File: src/rtl/pafm_pkg.sv
`default_nettype none
package pafm_pkg;
    // Register byte addresses on APB
    localparam logic [7:0] PAFM_DIR_ADDR    = 8'h00;
    localparam logic [7:0] PAFM_LATCH_ADDR  = 8'h04;
    localparam logic [7:0] PAFM_PIN_ADDR    = 8'h08;
    localparam logic [7:0] PAFM_PULLUP_ADDR = 8'h0c;
    localparam logic [7:0] PAFM_ODR_ADDR    = 8'h10;
    localparam logic [7:0] PAFM_FUNC_ADDR   = 8'h14;
    localparam logic [7:0] PAFM_SER_ADDR    = 8'h18;
    // Serial control field positions in the serial register
    localparam int PAFM_SER_CLKSRC_POS = 0;
    localparam int PAFM_SER_CLKOUT_POS = 1;
    localparam int PAFM_SER_SYNC_POS   = 2;
    localparam int PAFM_SER_RXON_POS   = 3;
    localparam int PAFM_SER_TXON_POS   = 4;
    localparam int PAFM_SER_WIDTH    = 5;
    // Reset values
    localparam logic [3:0] PAFM_PORT_RST = 4'h0;
    localparam logic [3:0] PAFM_AE_RST   = 4'h0;
    localparam logic [4:0] PAFM_SER_RST  = 5'h00;
    // Operating modes
    localparam logic [2:0] PAFM_MODE_LO = 3'h4;
    localparam logic [2:0] PAFM_MODE_HI = 3'h6;
    localparam logic [2:0] PAFM_MODE_SC = 3'h7;
    // Pin function encoding
    typedef enum logic [1:0] {
        PAFM_FN_GPIO,
        PAFM_FN_ADDR,
        PAFM_FN_SER_IN,
        PAFM_FN_SER_OUT
    } pafm_fn_t;
endpackage : pafm_pkg
`default_nettype wire

File: src/rtl/pafm_sync.sv
`default_nettype none
module pafm_sync
    import pafm_pkg::*;
#(
    parameter int WIDTH = 4
) (
    input  wire logic             clk_sys,
    input  wire logic             rst_b,
    input  wire logic             clk_en,
    input  wire logic [WIDTH-1:0] async_in,
    output var  logic [WIDTH-1:0] sync_out
);
    logic [WIDTH-1:0] stage1;
    logic [WIDTH-1:0] next_stage1;
    logic [WIDTH-1:0] next_sync_out;

    // Two-stage capture; the first stage feeds only the second
    always_comb begin
        next_stage1   = async_in;
        next_sync_out = stage1;
    end

    always_ff @(posedge clk_sys) begin
        if (!rst_b) begin
            stage1   <= '0;
            sync_out <= '0;
        end else if (clk_en) begin
            stage1   <= next_stage1;
            sync_out <= next_sync_out;
        end
    end
endmodule : pafm_sync
`default_nettype wire

File: src/rtl/pafm_top.sv
`default_nettype none
module pafm_top
    import pafm_pkg::*;
#(
    parameter bit HAS_ADDR_BUS = 1'b1
) (
    input  wire logic        clk_sys,
    input  wire logic        rst_b,
    input  wire logic        clk_en,
    input  wire logic        standby_hw,
    input  wire logic [2:0]  op_mode,
    input  wire logic [3:0]  upper_addr_lines,
    input  wire logic        ser_clk_out,
    input  wire logic        ser_tx_data,
    output var  logic        ser_clk_in,
    output var  logic        ser_rx_data,
    input  wire logic [3:0]  port_pins_in,
    output var  logic [3:0]  port_pins_out,
    output var  logic [3:0]  port_pins_oe_b,
    output var  logic [3:0]  pullup_en,
    input  wire logic        psel,
    input  wire logic        penable,
    input  wire logic        pwrite,
    input  wire logic [7:0]  paddr,
    input  wire logic [31:0] pwdata,
    output var  logic [31:0] prdata,
    output var  logic        pready,
    output var  logic        pslverr
);
    localparam logic [3:0] PIN_MASK = HAS_ADDR_BUS ? 4'hf : 4'he;

    logic [3:0]  port_direction_bits, port_output_latch, pullup_ctrl_bits, open_drain_bits;
    logic [3:0]  addr_enable_field;
    logic [4:0]  serial_ctrl;
    logic [3:0]  next_dir, next_latch, next_pullup, next_odr, next_ae;
    logic [4:0]  next_ser;
    logic [31:0] next_prdata;
    logic        next_pready, next_pslverr;
    logic [3:0]  pin_sync, pin_read;
    logic [3:0]  next_pins_out, next_oe_b, next_pullup_en;
    logic        next_clk_in, next_rx;
    logic        addr_mode, serial_clk_source, clock_pin_out_en, sync_async_select;
    logic        rx_on_bit, tx_on_bit;
    logic [3:0]  addr_sel;
    pafm_fn_t    fn [4];
    logic [3:0]  fn_data;
    logic        apb_setup;

    // Pin input synchroniser
    pafm_sync #(.WIDTH(4)) u_sync (
        .clk_sys  (clk_sys),
        .rst_b    (rst_b),
        .clk_en   (clk_en),
        .async_in (port_pins_in),
        .sync_out (pin_sync)
    );

    // Serial control decode
    always_comb begin
        serial_clk_source = serial_ctrl[PAFM_SER_CLKSRC_POS];
        clock_pin_out_en  = serial_ctrl[PAFM_SER_CLKOUT_POS];
        sync_async_select = serial_ctrl[PAFM_SER_SYNC_POS];
        rx_on_bit         = serial_ctrl[PAFM_SER_RXON_POS];
        tx_on_bit         = serial_ctrl[PAFM_SER_TXON_POS];
        addr_mode = HAS_ADDR_BUS && (op_mode >= PAFM_MODE_LO) && (op_mode <= PAFM_MODE_HI);
    end

    // Address enable decode per pin
    always_comb begin
        addr_sel[3] = addr_mode && (addr_enable_field[3:2] == 2'h3);
        addr_sel[2] = addr_mode && ((addr_enable_field == 4'hb)
                                    || (addr_enable_field[3:2] == 2'h3));
        addr_sel[1] = addr_mode && ((addr_enable_field[3:1] == 3'h5)
                                    || (addr_enable_field[3:2] == 2'h3));
        addr_sel[0] = addr_mode && addr_enable_field[3]
                      && (addr_enable_field != 4'h8);
    end

    // Function selection per pin
    always_comb begin
        fn_data = upper_addr_lines;
        fn[0] = addr_sel[0] ? PAFM_FN_ADDR : PAFM_FN_GPIO;
        if (addr_sel[1]) begin
            fn[1] = PAFM_FN_ADDR;
        end else if (tx_on_bit) begin
            fn[1] = PAFM_FN_SER_OUT;
            fn_data[1] = ser_tx_data;
        end else begin
            fn[1] = PAFM_FN_GPIO;
        end
        if (addr_sel[2]) begin
            fn[2] = PAFM_FN_ADDR;
        end else if (rx_on_bit) begin
            fn[2] = PAFM_FN_SER_IN;
        end else begin
            fn[2] = PAFM_FN_GPIO;
        end
        if (addr_sel[3]) begin
            fn[3] = PAFM_FN_ADDR;
        end else if (serial_clk_source) begin
            fn[3] = PAFM_FN_SER_IN;
        end else if (sync_async_select || clock_pin_out_en) begin
            fn[3] = PAFM_FN_SER_OUT;
            fn_data[3] = ser_clk_out;
        end else begin
            fn[3] = PAFM_FN_GPIO;
        end
    end

    // Pin drivers, pull-ups and read value per pin
    always_comb begin
        for (int i = 0; i < 4; i++) begin
            next_pins_out[i]  = 1'b0;
            next_oe_b[i]      = 1'b1;
            next_pullup_en[i] = 1'b0;
            pin_read[i] = port_direction_bits[i] ? port_output_latch[i] : pin_sync[i];
            if (PIN_MASK[i]) begin
                unique case (fn[i])
                    PAFM_FN_ADDR: begin
                        next_pins_out[i] = fn_data[i];
                        next_oe_b[i]     = 1'b0;
                    end
                    PAFM_FN_SER_OUT: begin
                        next_pins_out[i] = fn_data[i];
                        next_oe_b[i]     = open_drain_bits[i] & fn_data[i];
                    end
                    PAFM_FN_SER_IN: begin
                        next_pullup_en[i] = !port_direction_bits[i]
                                            && pullup_ctrl_bits[i] && !standby_hw;
                    end
                    PAFM_FN_GPIO: begin
                        if (port_direction_bits[i]) begin
                            next_pins_out[i] = port_output_latch[i];
                            next_oe_b[i] = open_drain_bits[i] & port_output_latch[i];
                        end else begin
                            next_pullup_en[i] = pullup_ctrl_bits[i] && !standby_hw;
                        end
                    end
                endcase
            end else begin
                pin_read[i] = 1'b0;
            end
        end
        next_clk_in = pin_sync[3] & (fn[3] == PAFM_FN_SER_IN);
        next_rx     = (fn[2] == PAFM_FN_SER_IN) ? pin_sync[2] : 1'b1;
    end

    // APB register access, zero wait states
    always_comb begin
        apb_setup    = psel && !penable;
        next_dir     = port_direction_bits;
        next_latch   = port_output_latch;
        next_pullup  = pullup_ctrl_bits;
        next_odr     = open_drain_bits;
        next_ae      = addr_enable_field;
        next_ser     = serial_ctrl;
        next_prdata  = prdata;
        next_pready  = apb_setup;
        next_pslverr = 1'b0;
        if (apb_setup) begin
            next_prdata = '0;
            unique case (paddr)
                PAFM_DIR_ADDR:    next_prdata[3:0] = port_direction_bits;
                PAFM_LATCH_ADDR:  next_prdata[3:0] = port_output_latch;
                PAFM_PIN_ADDR:    next_prdata[3:0] = pin_read;
                PAFM_PULLUP_ADDR: next_prdata[3:0] = pullup_ctrl_bits;
                PAFM_ODR_ADDR:    next_prdata[3:0] = open_drain_bits;
                PAFM_FUNC_ADDR:   next_prdata[3:0] = addr_enable_field;
                PAFM_SER_ADDR:    next_prdata[4:0] = serial_ctrl;
                default:          next_pslverr = 1'b1;
            endcase
        end
        // Writes commit at the edge that completes the access phase
        if (psel && penable && pready && pwrite) begin
            unique case (paddr)
                PAFM_DIR_ADDR:    next_dir    = pwdata[3:0] & PIN_MASK;
                PAFM_LATCH_ADDR:  next_latch  = pwdata[3:0] & PIN_MASK;
                PAFM_PULLUP_ADDR: next_pullup = pwdata[3:0] & PIN_MASK;
                PAFM_ODR_ADDR:    next_odr    = pwdata[3:0] & PIN_MASK;
                PAFM_FUNC_ADDR:   next_ae     = pwdata[3:0];
                PAFM_SER_ADDR:    next_ser    = pwdata[PAFM_SER_WIDTH-1:0];
                default:          next_ser    = serial_ctrl;
            endcase
        end
    end

    // Register stage: reset forces pins to input with pull-ups off
    always_ff @(posedge clk_sys) begin
        if (!rst_b) begin
            port_direction_bits <= PAFM_PORT_RST;
            port_output_latch   <= PAFM_PORT_RST;
            pullup_ctrl_bits    <= PAFM_PORT_RST;
            open_drain_bits     <= PAFM_PORT_RST;
            addr_enable_field   <= PAFM_AE_RST;
            serial_ctrl         <= PAFM_SER_RST;
            prdata              <= '0;
            pready              <= 1'b0;
            pslverr             <= 1'b0;
            port_pins_out       <= '0;
            port_pins_oe_b      <= '1;
            pullup_en           <= '0;
            ser_clk_in          <= 1'b0;
            ser_rx_data         <= 1'b1;
        end else if (clk_en) begin
            port_direction_bits <= next_dir;
            port_output_latch   <= next_latch;
            pullup_ctrl_bits    <= next_pullup;
            open_drain_bits     <= next_odr;
            addr_enable_field   <= next_ae;
            serial_ctrl         <= next_ser;
            prdata              <= next_prdata;
            pready              <= next_pready;
            pslverr             <= next_pslverr;
            port_pins_out       <= next_pins_out;
            port_pins_oe_b      <= next_oe_b;
            pullup_en           <= next_pullup_en;
            ser_clk_in          <= next_clk_in;
            ser_rx_data         <= next_rx;
        end
    end

    // Checks
    mode7_no_addr_a: assert property (@(posedge clk_sys) disable iff (!rst_b)
        clk_en && op_mode == PAFM_MODE_SC |-> addr_sel == 4'h0)
        else $error("address selected in mode 7");
    pin3_addr_a: assert property (@(posedge clk_sys) disable iff (!rst_b)
        clk_en && addr_mode && addr_enable_field[3:2] == 2'h3 |=> !port_pins_oe_b[3])
        else $error("pin 3 not driving address");
    pin2_rx_a: assert property (@(posedge clk_sys) disable iff (!rst_b)
        clk_en && !addr_sel[2] && rx_on_bit |=> port_pins_oe_b[2])
        else $error("pin 2 driven while receiving");
    pin1_tx_a: assert property (@(posedge clk_sys) disable iff (!rst_b)
        clk_en && !addr_sel[1] && tx_on_bit && !open_drain_bits[1]
        |=> !port_pins_oe_b[1] && port_pins_out[1] == $past(ser_tx_data))
        else $error("pin 1 not transmitting");
    pin0_gpio_a: assert property (@(posedge clk_sys) disable iff (!rst_b)
        clk_en && addr_enable_field == 4'h8 |-> !addr_sel[0])
        else $error("pin 0 address on 1000");
    no_pin0_a: assert property (@(posedge clk_sys) disable iff (!rst_b)
        !PIN_MASK[0] |-> port_pins_oe_b[0] && !pullup_en[0])
        else $error("absent pin 0 active");
    pullup_rule_a: assert property (@(posedge clk_sys) disable iff (!rst_b)
        pullup_en[0] |-> $past(!port_direction_bits[0] && pullup_ctrl_bits[0]))
        else $error("pull-up on without cause");
    out_no_pull_a: assert property (@(posedge clk_sys) disable iff (!rst_b)
        (pullup_en & ~port_pins_oe_b) == 4'h0)
        else $error("pull-up on driven pin");
    od_low_only_a: assert property (@(posedge clk_sys) disable iff (!rst_b)
        !port_pins_oe_b[3] && $past(open_drain_bits[3] && fn[3] != PAFM_FN_ADDR)
        |-> !port_pins_out[3])
        else $error("open drain drove high");
    read_pin_a: assert property (@(posedge clk_sys) disable iff (!rst_b)
        clk_en && apb_setup && !pwrite && paddr == PAFM_PIN_ADDR
        |=> pready && prdata[3:0] == $past((port_direction_bits & port_output_latch)
                                           | (~port_direction_bits & pin_sync & PIN_MASK)))
        else $error("read not answered");
    cov_addr_c: cover property (@(posedge clk_sys) addr_sel == 4'hf);
    cov_sck_in_c: cover property (@(posedge clk_sys) fn[3] == PAFM_FN_SER_IN);
    cov_pull_c: cover property (@(posedge clk_sys) pullup_en != 4'h0);
endmodule : pafm_top
`default_nettype wire

File: config.mk
export PLATFORM = sky130hd
export DESIGN_NAME = pafm_top
export DESIGN_NICKNAME = d
export VERILOG_FILES = /design/src/rtl/pafm_pkg.sv /design/src/rtl/pafm_sync.sv /design/src/rtl/pafm_top.sv
export SDC_FILE = /design/constraint.sdc
export NUM_CORES = 1
export LEC_CHECK = 0
export ABC_AREA = 1
export BUFFER_PORTS_ARGS = -buffer_cell sky130_fd_sc_hd__buf_2
export CAP_MARGIN = 20
export CORE_MARGIN = 2
export CORE_UTILIZATION = 40
export CTS_BUF_LIST = sky130_fd_sc_hd__clkbuf_8
export CTS_CLUSTER_SIZE = 16
export DETAILED_ROUTE_END_ITERATION = 10
export PLACE_DENSITY = 0.74
export REMOVE_ABC_BUFFERS = 1
export SKIP_LAST_GASP = 1
export SYNTH_ARGS = -nofsm -noshare
export SYNTH_HDL_FRONTEND = slang
export SYNTH_SLANG_ARGS = --single-unit
File: constraint.sdc
create_clock -name clk_sys -period 1.4 [get_ports clk_sys]
set_input_delay 0 -clock clk_sys [delete_from_list [all_inputs] [get_ports clk_sys]]
set_output_delay 0 -clock clk_sys [all_outputs]
set_load 0.01 [all_outputs]
==> results_dict.tcl <==
set metrics [dict create \
    worst_slew_pin_slew_ns 0.5270 \
    min_period_ns 1.394 \
    synth.most_common_cell "nand2_1" \
    worst_setup_path_end_kind "register" \
    final_net_count 525 \
    clockRootBuffer "clkbuf_8" \
    place_hpwl_um 5430 \
    drive_gt1_share_pct 20.60 \
    design.die.area_um2 7948 \
    max-slew-margin-rel_pct 64.83 \
    grt.total_usage_pct 18.49 \
    syn_area_um2 2900 \
    grt_pass1_vias 2426 \
    register_area_um2 1082 \
    required_ns 1.60 \
    power_density_nw_per_um2 829.2 \
    ys_top_cells_by_area "dfxtp_1 37%, nand2_1 8.4%, a21oi_1 7.9%" \
    syn_avg_cell_area_um2 7.197 \
    grt_pass1_wl_um 11490 \
    placed_cell_area_um2 3189 \
    yosysTopAreaCell "dfxtp_1" \
    dp.cells 551 \
    clockBufferDepth 2 \
    wire_per_inst_um 12.86 \
    portBuffers 53 \
    numCtsBuffers 5 \
    clkSinkCount 54 \
    gp_congestion 0.9184 \
    fp.dieW_um 89.15 \
    cts_tree "yes" \
    fp-row-count 31 \
    crit_arrival_ns 1.59 \
    final.period_utilization_pct 99.60 \
    grt-ovfl-total 0 \
    postSynthCellCount 403 \
    setup_viol 0 \
    synth_edf_count 0 \
    yosys_warnings 0 \
    via_count 2795 \
    viasPerCell 4.947 \
    fin_area_um2 3354 \
    synth-seq-cells 54 \
    drtIter0Drc 195 \
    n_antenna_cell 0 \
    postRouteAntennaNets 0 \
    async_flop_share_pct 0 \
    io_pins 108 \
    hold_path_class "in -> reg" \
    synthDistinctLibCells 32 \
    leakage_nw 1.484 \
    floorplan.initialDensity_pct 40.64 \
    multi_input_area_um2 1494 \
    status "completed" \
    htree_levels 2 \
    cap_viol_max_count 0 \
    skew_ns 0.007208 \
    final-hold-violation-count 0 \
    fin_cells 565 \
    synth_seq_area_share_pct 37.27 \
    ys_top_cells_by_count "65 x nand2_1, 54 x dfxtp_1, 46 x a21oi_1" \
    ys.flop_type "dfxtp_1" \
    drt_wl_total_um 7266 \
    worst_setup_path_start_kind "register" \
    rsz0062_at_grt "yes" \
    cp_max_fo 8 \
    dr.pass1.iters 5 \
    die_y_um 89.15 \
    drc 0 \
    cts.clk_slew.worst_paths_ns 0.10 \
    fmax_ghz 0.7172 \
    fillerInstances 742 \
    ir_worst_vdd_v 0.0005071 \
    maxSlewViolCount 0 \
    yosysTopAreaCellShare_pct 37.27 \
    grt_max_degree 35 \
    core_area_um2 7137 \
    crit_type "reg -> reg" \
    p_total_w 0.002782 \
    antenna_found_initial 0 \
    clk_latency_ns 0.30 \
    areaGrowthSynthToFinish_pct 15.66 \
]
[per-stage QoR]
step           util, %  setup WS, ns  setup TNS, ns  hold slack (ns)
2_1_floorplan        -        0.1052              0          0.06902
3_3_place_gp     44.69       0.08186              0           0.2233
3_5_place_dp     44.69       0.04865              0           0.2279
4_1_cts          46.67       0.03202              0          0.01968
5_1_grt          47.00      -0.04714        -0.2658          0.05694
6_report         47.00      0.005622              0          0.02767
[critical path: stages, from the launching register on]
cell and delay, ns:
dfxtp_2 0.35, nand4_1 0.22, nor2_8 0.30, buf_6 0.16, nand2_4 0.09, o21ai_1 0.13
a21oi_1 0.05
[placed cells by master, fill, tap and decap left out, drive strengths merged]
cell type     n
a21oi        48
o21ai        44
clkinv        2
o2111ai       1
dfxtp        54
nand2        68
buf          62
nor2         44
inv          43
nand4         7
conb         27
dlygate4sd3   5
o22ai         1
and2          1
clkbuf        6
nor3          5
o211ai        3
nand3        45
[timing repair]
action | CTS | global route
hold buffers | 5 | 0
resized for setup | 0 | 20
setup endpoints to repair | 0 | 15
setup buffers | 0 | 1
endpoints found under the hold margin | 5 | 0
[logic make-up after synthesis]
kind of cell           Yosys count  synth area share [%]
AOI/OAI and AO/OA               97                 17.43
and+or+nand+nor                170                 30.20
DFF                             54                 37.27
other                            1                0.1293
buffers and inverters           81                 14.97
[layout make-up]
class | count | share of cell area, %
clock buffers | 6 | 2.462
clock inverters | 2 | 0.2611
inverters | 43 | 4.886
multi-input cells | 294 | 44.54
flip-flops and latches | 54 | 32.26
well taps | 99 | 3.693
repair buffers | 67 | 11.90
[routing by layer]
| layer | up-vias | track usage [%] | part of all wire [%] |
|---|---|---|---|
| met1 | 1258 | 25.08 | 46 |
| met2 | 116 | 31.04 | 46 |
| met5 | - | 0 | 0 |
| met3 | 8 | 3.047 | 6.8 |
| met4 | 0 | 3.935 | 1.2 |
| li1 | 1413 | - | - |
[registers in the layout, indices dropped and copies added, names as in the netlist, 4 cells and up]
| signal | flops |
|---|---|
| prdata | 5 |
| serial_ctrl | 5 |
| addr_enable_field | 4 |
| open_drain_bits | 4 |
| port_direction_bits | 4 |
| port_output_latch | 4 |
| port_pins_oe_b | 4 |
| port_pins_out | 4 |
| pullup_ctrl_bits | 4 |
| pullup_en | 4 |
| u_sync.next_sync_out | 4 |
| u_sync.sync_out | 4 |
[report_power, final]
group / total [W] / switching, W / internal [W]
logic: 0.000319 / 0.000211 / 0.000108
registers: 0.00158 / 0.0000113 / 0.00156
clock network: 0.000887 / 0.000494 / 0.000393
total: 0.00278 / 0.000716 / 0.00207
[path summary, 6_finish.rpt]
| check | startpoint | depth (start not counted) | slack, ns | to |
|---|---|---|---|---|
| hold reg to reg | u_sync.sync_out[1] | 2 | 0.46 | u_sync.sync_out[1] |
| setup reg to reg | pready | 6 | 0.006 | serial_ctrl[2] |
| hold / removal | pwdata[3] | 3 | 0.03 | serial_ctrl[3] |
| setup / recovery | pready | 6 | 0.006 | serial_ctrl[2] |
Power figures use the tool's default switching activity.
